<file path="src/common/nvh_pkg.sv">
// Constants shared by the nonvolatile SRAM host controller.
// Assumes a 40 MHz system clock and an asynchronous byte-wide part outside.
`default_nettype none
package nvh_pkg;
    // ========================================================
    // Bus geometry
    localparam int          ADDR_W       = 17;
    localparam int          DATA_W       = 8;
    localparam int          CLK_PERIOD_NS = 25;
    // Address of first clock register byte (top 16 bytes of the map)
    localparam logic [16:0] CLK_REG_BASE = 17'h1fff0;
    // ========================================================
    // Timing, printed figures in ns and derived cycle counts
    localparam int ACCESS_NS   = 45;
    localparam int ACCESS_CYC  = (ACCESS_NS + CLK_PERIOD_NS - 1) /
                                 CLK_PERIOD_NS;
    localparam int STORE_PULSE_NS  = 50;
    localparam int STORE_PULSE_CYC = (STORE_PULSE_NS + CLK_PERIOD_NS - 1) /
                                     CLK_PERIOD_NS;
    localparam int CNT_W = 4;
    // ========================================================
    // Sequencer states, Gray coded from idle to done along the access path
    typedef enum logic [2:0] {
        NVH_IDLE   = 3'b000,
        NVH_SETUP  = 3'b001,
        NVH_STROBE = 3'b011,
        NVH_HOLD   = 3'b010,
        NVH_DONE   = 3'b110,
        NVH_PULL   = 3'b111,
        NVH_WAITNV = 3'b101
    } nvh_state_t;
endpackage
`default_nettype wire

</file>
<file path="src/verilog/nvh_host.sv">
// Host controller driving a byte-wide nonvolatile SRAM over its pins.
// Assumes the part's store-busy pin has a pull-up and the bench resolves
// the data and busy wires from the enables given here.
// ========================================================
// Timing of one access, counted in clock edges after the take edge c0
//   c1  chip select low, address and write data launched, ready pulse
//       for a write, write enable falls on this same edge as select
//   c2  read: output enable falls; the bus has one edge to turn round
//   c3  strobe phase continues while the access counter runs out
//   c4  hold phase: write enable rises first, data still driven
//   c5  select rises, response valid, read data captured at this edge
//   c6  back to idle; the next request is taken at c7 at the earliest
// Write enable is released one edge before select and data drive so
// that the part latches stable data with margin on the rising strobe.
//
// Timing of a hardware store
//   s1  the controller starts pulling the busy pin low
//   s3  the pull is released; the part now holds the pin low itself
//   The wait state then runs a minimum count that covers the pulse
//   plus the whole synchroniser and filter latency, so that the low
//   level driven by the part is seen before the wait may end. Without
//   that floor the wait could end before the busy level ever rose.
//   The sequencer leaves the wait only once the filtered busy level is low
//   again, i.e. the part has finished its store.
//
// Limitations
//   Only the pin-triggered store is issued here. Software store and
//   recall sequences are plain accesses to fixed addresses and are up
//   to the user; the controller keeps no record of them.
//   Power-loss saving and power-up restore belong to the part; the
//   controller only sees them as a low busy pin and waits them out.
//   The interrupt pin is not handled by this block.
//
// Bus ownership
//   The data bus is driven by this block only from c1 to c5 of a write.
//   Output enable is never low while the drive enable is high, so a
//   slow part release can only overlap with idle cycles.
//
// Reset
//   Reset is synchronous; all strobes sit high and all enables low
//   while it is held. The filtered busy level starts idle, so a first
//   request may be taken right after release if the pin is high.
//
`default_nettype none
module nvh_host
    import nvh_pkg::*;
#(
    parameter int ACC_CYC = ACCESS_CYC,
    parameter int PUL_CYC = STORE_PULSE_CYC
) (
    input  wire logic              clock,
    input  wire logic              rst,
    // User side
    input  wire logic              reqValid,
    input  wire logic              reqWrite,
    input  wire logic [ADDR_W-1:0] reqAddr,
    input  wire logic [DATA_W-1:0] reqData,
    input  wire logic              storeReq,
    output logic                   reqReady,
    output logic                   rspValid,
    output logic [DATA_W-1:0]      rspData,
    output logic                   rspIsClkReg,
    output logic                   nvBusy,
    // Device pins
    output logic [ADDR_W-1:0]      byteAddr,
    input  wire logic [DATA_W-1:0] dataBusIn,
    output logic [DATA_W-1:0]      dataBusOut,
    output logic                   dataBusOe,
    output logic                   chipSel_n,
    output logic                   writeEn_n,
    output logic                   outEn_n,
    input  wire logic              nvStoreBusyIn_n,
    output logic                   nvStoreBusyOut_n,
    output logic                   nvStoreBusyOe
);
    // ========================================================
    // Busy pin synchroniser: three stages, change taken when 2 and 3 agree
    logic       busySync1_reg, busySync2_reg, busySync3_reg;
    logic       busyLevel_reg, busyLevel_next;
    wire  logic busyAgree = (busySync2_reg == busySync3_reg);
    always_ff @(posedge clock) begin
        busySync1_reg <= nvStoreBusyIn_n;
        busySync2_reg <= busySync1_reg;
        busySync3_reg <= busySync2_reg;
    end
    // Filtered level; a single-stage glitch never reaches the sequencer
    assign busyLevel_next = busyAgree ? ~busySync3_reg : busyLevel_reg;
    always_ff @(posedge clock) begin
        if (rst) busyLevel_reg <= 1'b0;
        else     busyLevel_reg <= busyLevel_next;
    end
    // ========================================================
    // Sequencer
    nvh_state_t       state_reg, state_next;
    logic [CNT_W-1:0] cnt_reg, cnt_next;
    logic             isWrite_reg;
    wire  logic       cntDone = (cnt_reg == CNT_W'(0));
    wire  logic       accessGo = reqValid && !busyLevel_reg;
    // wait busy clear: no new access while a store or restore runs
    wire  logic       canStart = (state_reg == NVH_IDLE) && !busyLevel_reg;
    // Busy needs three sync stages plus the filter flop to show up
    localparam int    SYNC_LAT = 4;

    function automatic logic [CNT_W-1:0] load(input int n);
        load = CNT_W'(n - 1);
    endfunction

    always_comb begin
        state_next = state_reg;
        cnt_next   = cntDone ? cnt_reg : cnt_reg - CNT_W'(1);
        case (state_reg)
            NVH_IDLE: begin
                if (storeReq && canStart) begin
                    state_next = NVH_PULL;
                    cnt_next   = load(PUL_CYC);
                end else if (accessGo) begin
                    state_next = NVH_SETUP;
                end
            end
            NVH_SETUP: begin
                state_next = NVH_STROBE;
                cnt_next   = load(ACC_CYC);
            end
            NVH_STROBE: if (cntDone) state_next = NVH_HOLD;
            NVH_HOLD:   state_next = NVH_DONE;
            NVH_DONE:   state_next = NVH_IDLE;
            // store pulse: drive busy low for the pulse width
            NVH_PULL:   if (cntDone) state_next = NVH_WAITNV;
            // busy low: wait out the device's own busy
            NVH_WAITNV: if (!busyLevel_reg && cntDone) state_next = NVH_IDLE;
            default:    state_next = NVH_IDLE;
        endcase
    end

    always_ff @(posedge clock) begin
        if (rst) begin
            state_reg <= NVH_IDLE;
            cnt_reg   <= '0;
        end else begin
            state_reg <= state_next;
            // busy low: wait floor covers the synchroniser latency
            cnt_reg   <= (state_reg == NVH_PULL && cntDone)
                         ? load(PUL_CYC + SYNC_LAT) : cnt_next;
        end
    end
    // ========================================================
    // Pin drive decode
    wire logic takeReq  = (state_reg == NVH_IDLE) && (state_next == NVH_SETUP);
    // chip select: low only around the strobe phase
    wire logic selNext  = (state_next == NVH_SETUP) ||
                          (state_next == NVH_STROBE) ||
                          (state_next == NVH_HOLD);
    // write strobe: write enable low, falling on the same edge as chip select
    wire logic wrNext   = (state_next == NVH_SETUP || state_next == NVH_STROBE)
                          && (takeReq ? reqWrite : isWrite_reg);
    // output enable: only for reads, and never together with our drive
    wire logic rdNext   = (state_next == NVH_STROBE || state_next == NVH_HOLD)
                          && !isWrite_reg;
    wire logic sampleRd = (state_reg == NVH_HOLD) && !isWrite_reg;
    // clock window: the top sixteen addresses are the clock registers
    wire logic clkWin   = (byteAddr >= CLK_REG_BASE);
    wire logic pullNext = (state_next == NVH_PULL);

    always_ff @(posedge clock) begin
        if (rst) begin
            isWrite_reg      <= 1'b0;
            byteAddr         <= '0;
            dataBusOut       <= '0;
            dataBusOe        <= 1'b0;
            chipSel_n        <= 1'b1;
            writeEn_n        <= 1'b1;
            outEn_n          <= 1'b1;
            nvStoreBusyOut_n <= 1'b1;
            nvStoreBusyOe    <= 1'b0;
            reqReady         <= 1'b0;
            rspValid         <= 1'b0;
            rspData          <= '0;
            rspIsClkReg      <= 1'b0;
            nvBusy           <= 1'b0;
        end else begin
            if (takeReq) begin
                isWrite_reg <= reqWrite;
                byteAddr    <= reqAddr;
                dataBusOut  <= reqData;
            end
            // shared bus: drive during a write strobe and the hold phase after it
            dataBusOe        <= wrNext ||
                                (state_next == NVH_HOLD && isWrite_reg);
            chipSel_n        <= !selNext;
            writeEn_n        <= !wrNext;
            outEn_n          <= !rdNext;
            nvStoreBusyOut_n <= 1'b0;  // Open-drain: only ever pulls low
            nvStoreBusyOe    <= pullNext;
            reqReady         <= takeReq;
            rspValid         <= (state_reg == NVH_HOLD);
            if (sampleRd) rspData <= dataBusIn;
            if (state_reg == NVH_HOLD) rspIsClkReg <= clkWin;
            nvBusy           <= busyLevel_next || (state_next != NVH_IDLE);
        end
    end
endmodule
`default_nettype wire

</file>
<file path="config.mk">
export PLATFORM = sky130hd
export DESIGN_NAME = nvh_host
export DESIGN_NICKNAME = d
export VERILOG_FILES = /design/src/common/nvh_pkg.sv /design/src/verilog/nvh_host.sv
export SDC_FILE = /design/constraint.sdc
export NUM_CORES = 1
export LEC_CHECK = 0
export BUFFER_PORTS_ARGS = -buffer_cell sky130_fd_sc_hd__buf_4
export CAP_MARGIN = 20
export CORE_ASPECT_RATIO = 2
export CORE_MARGIN = 2
export CORE_UTILIZATION = 43
export DETAILED_ROUTE_END_ITERATION = 12
export GPL_TIMING_DRIVEN = 0
export HOLD_SLACK_MARGIN = 0.15
export PLACE_DENSITY = 0.75
export RECOVER_POWER = 50
export SLEW_MARGIN = 20
export SYNTH_ARGS = -nofsm -noshare
export SYNTH_HDL_FRONTEND = slang
export SYNTH_SLANG_ARGS = --single-unit
</file>
<file path="constraint.sdc">
create_clock -name clock -period 1.7 [get_ports clock]
set_clock_uncertainty 0.2 [all_clocks]
set_input_delay 0.425 -clock clock [delete_from_list [all_inputs] [get_ports clock]]
set_output_delay 0.425 -clock clock [all_outputs]
set_load 0.005 [all_outputs]
</file>
==> run summary <==
initial drt markers: 26
Post-synth EDFFs: 0
register area share after synthesis: 52.2%
worst r2r dst: nvStoreBusyOe
area occupied by multi-input gates: 965 um^2
library cells used by synthesis: 41
internal reg-to-reg setup slack: -0.09 ns
final hold viol count: 0
grt total ovfl: 0
initial antenna violation count: 0
WHS: 0.155 ns
PD cells: 1100 nW/um^2
CTS HTree Levels: 2
Net Sw Frac: 30.4%
Seq pwr share: 45.0%
Leak: 1.33 nW
Vias/cell: 4.90
wirelength, routed: 4.85 mm
failing checks: setup timing
leading cell type in the layout, fill and taps excluded: buf_4
CTS tree: built
Layout Utilization: 64.3%
Min-Delay Path Class: primary input to register
total of max-cap violations: 0
Setup Crit Path Kind: register to register
Reg-to-Reg Start: cnt_reg[0]
# rows: 36
RePlAce Congestion: 0.879
Comb pwr share: 34.3%
Ys Warns: 0
Starting Density: 43.8%
GRT Total Usage: 18.8%
Area Overhead vs Synth: 46.8%
drt pass-1 iters: 4
clk slew on worst S/H paths: 0.10 ns
P_sw: 0.00104 W
outcome: finished with violations
arrival time worst endpoint: 1.76 ns
Ant. Diodes: 0
Slew Limit Fails: 0
Post-synth ARST share: 0%
min Tclk post-route: 1.79 ns
die area: 5520 um^2
DR DRC count: 0
Top reg by flops: byteAddr
peak supply drop: 0.749 mV
FF/Latch Area: 1110 um^2
FF+latch count, synth: 55
Crit. End Element: register
most frequent cells in the layout: buf_4 (61), dfxtp_1 (52), nor2_1 (38), mux2i_1 (28), clkbuf_4 (26)
PnR worst setup slack: -0.0862 ns
syn_nets: 256
routed len/inst: 12.9 um
nets: 358
Routed Antenna Nets: 0
Slew @ Worst Pin: 0.523 ns
syn_area_per_cell: 9.77 um^2
Syn Inst Count: 216
Achievable Freq: 560 MHz
Layout fillers: 402
Slew HR: 65.1%
clock sink total: 55
final setup vio count: 15
Vias: 1,844
Int Pwr: 0.00238 W
Core ar.: 4820 um^2
hold_sp: reqAddr[3]
Clk pwr share: 20.7%
largest net degree at the start of global routing: 17
Clock Latency Late Sink: 0.30 ns
hold path cells: 3
worst-path fanout max: 4
Post-synth top flop: dfxtp_1
Clock Tree Buf Depth: 2
number of global-route vias before repair: 1,800
Tcrit/Tclk final: 105%
fraction of layout cells with a size suffix above 1: 37.3%
clk root buf: clkbuf_8
worst endpoint required time: 1.67 ns
hold endpoint: byteAddr[3]
Largest register FFs: 17
IO Port Bufs: 81
worst reg2reg path depth: 7
TritonCTS Buffers: 5
Post-Syn Area: 2110 um^2
Die Y-Extent: 103 um
biggest regs: byteAddr (17), dataBusOut (8), rspData (8)
first-pass GRT wire length: 7.70 mm
DPL Wire Length: 3.64 mm
RSZ-0062 raised after global routing: true
io pins: 82
die span in x: 53.5 um
startpoint types: register
## layout make-up
| type | instances | share of cell area [%] |
|---|---|---|
| flip-flops and latches | 55 | 35.8 |
| multi-input cells | 144 | 31.2 |
| repair buffers | 96 | 24.2 |
| plain buffers | 11 | 3.23 |
| clock buffers | 7 | 2.46 |
| well taps | 57 | 2.30 |
| inverters | 5 | 0.606 |
| clock inverters | 1 | 0.283 |
## cell usage after synthesis (2+ instances only)
cell type | n | share of area [%]
nand2_1 | 23 | 4.1
dfxtp_1 | 55 | 52
nor4_1 | 2 | 0.59
inv_1 | 5 | 0.89
nor3_1 | 3 | 0.71
clkbuf_1 | 5 | 0.89
or2_1 | 2 | 0.59
nand4_1 | 2 | 0.59
buf_2 | 2 | 0.47
buf_12 | 2 | 1.9
o21ai_0 | 4 | 0.95
nand3_1 | 2 | 0.47
or3b_1 | 2 | 0.83
nor2_1 | 40 | 7.1
a21oi_1 | 12 | 2.8
o22a_1 | 2 | 0.83
o22ai_1 | 2 | 0.59
mux2i_1 | 28 | 13
## how the worst max path moves through the flow
stage / from / to / cells after the start
after floorplan: cnt_reg[0] / chipSel_n / 6
after detailed placement: cnt_reg[0] / nvBusy / 6
after CTS: busyLevel_reg / byteAddr[6] / 6
after global routing: cnt_reg[1] / nvStoreBusyOe / 7
after global placement: cnt_reg[0] / nvBusy / 6
final: cnt_reg[0] / nvStoreBusyOe / 7
## cell families after synthesis
group / Yosys count / share of synthesized area, %
compound gates: 29 / 9.13
simple gates: 86 / 19.6
fa+ha+maj: 1 / 0.593
mux: 28 / 13.3
flops: 55 / 52.2
buf+inv: 17 / 5.22
## power groups by stage
stage          clock network, W  registers, W  logic [W]
2_1_floorplan                 0       0.00156   0.000643
3_5_place_dp                  0       0.00156   0.000993
3_3_place_gp                  0       0.00156   0.000975
6_report               0.000709       0.00154    0.00117
5_1_grt                0.000777       0.00156    0.00130
4_1_cts                0.000734       0.00154    0.00111
## per-layer routing
| layer | GRT usage (%) | up-vias | share of wire, % |
|---|---|---|---|
| met3 | 3.91 | 12 | 4.2 |
| met4 | 9.66 | 0 | 2.9 |
| met5 | 0 | - | 0 |
| met2 | 33.0 | 48 | 58 |
| met1 | 20.5 | 841 | 35 |
| li1 | - | 943 | - |
## critical path, cell delays in order (launching register included)
cell	delay [ns]
dfxtp_2	0.34
inv_2	0.06
ha_4	0.14
or3b_4	0.40
nor3_4	0.14
o22a_1	0.20
buf_4	0.13
nor4_2	0.04
## through the flow
stage                     setup TNS [ns]  instance area [um^2]  instances  power, W  worst slack [ns]
after CTS                         -0.615                  3010        372   0.00339           -0.0480
after global placement             -5.63                  2790        354   0.00253            -0.240
after detailed placement           -5.74                  2790        354   0.00256            -0.270
after global routing               -3.01                  3100        376   0.00363            -0.146
final                             -0.350                  3100        376   0.00342           -0.0862
after floorplan                  -0.0196                  2110        216   0.00220           -0.0196
## what timing repair did
| action | CTS | global route |
|---|---|---|
| gates resized for setup | 10 | 16 |
| hold endpoints to repair | 6 | 2 |
| pin swaps | 2 | 7 |
| hold buffers | 6 | 2 |
| setup buffers | 4 | 3 |
| endpoints found under the setup margin | 29 | 39 |
(Power assumes the default switching activity.)
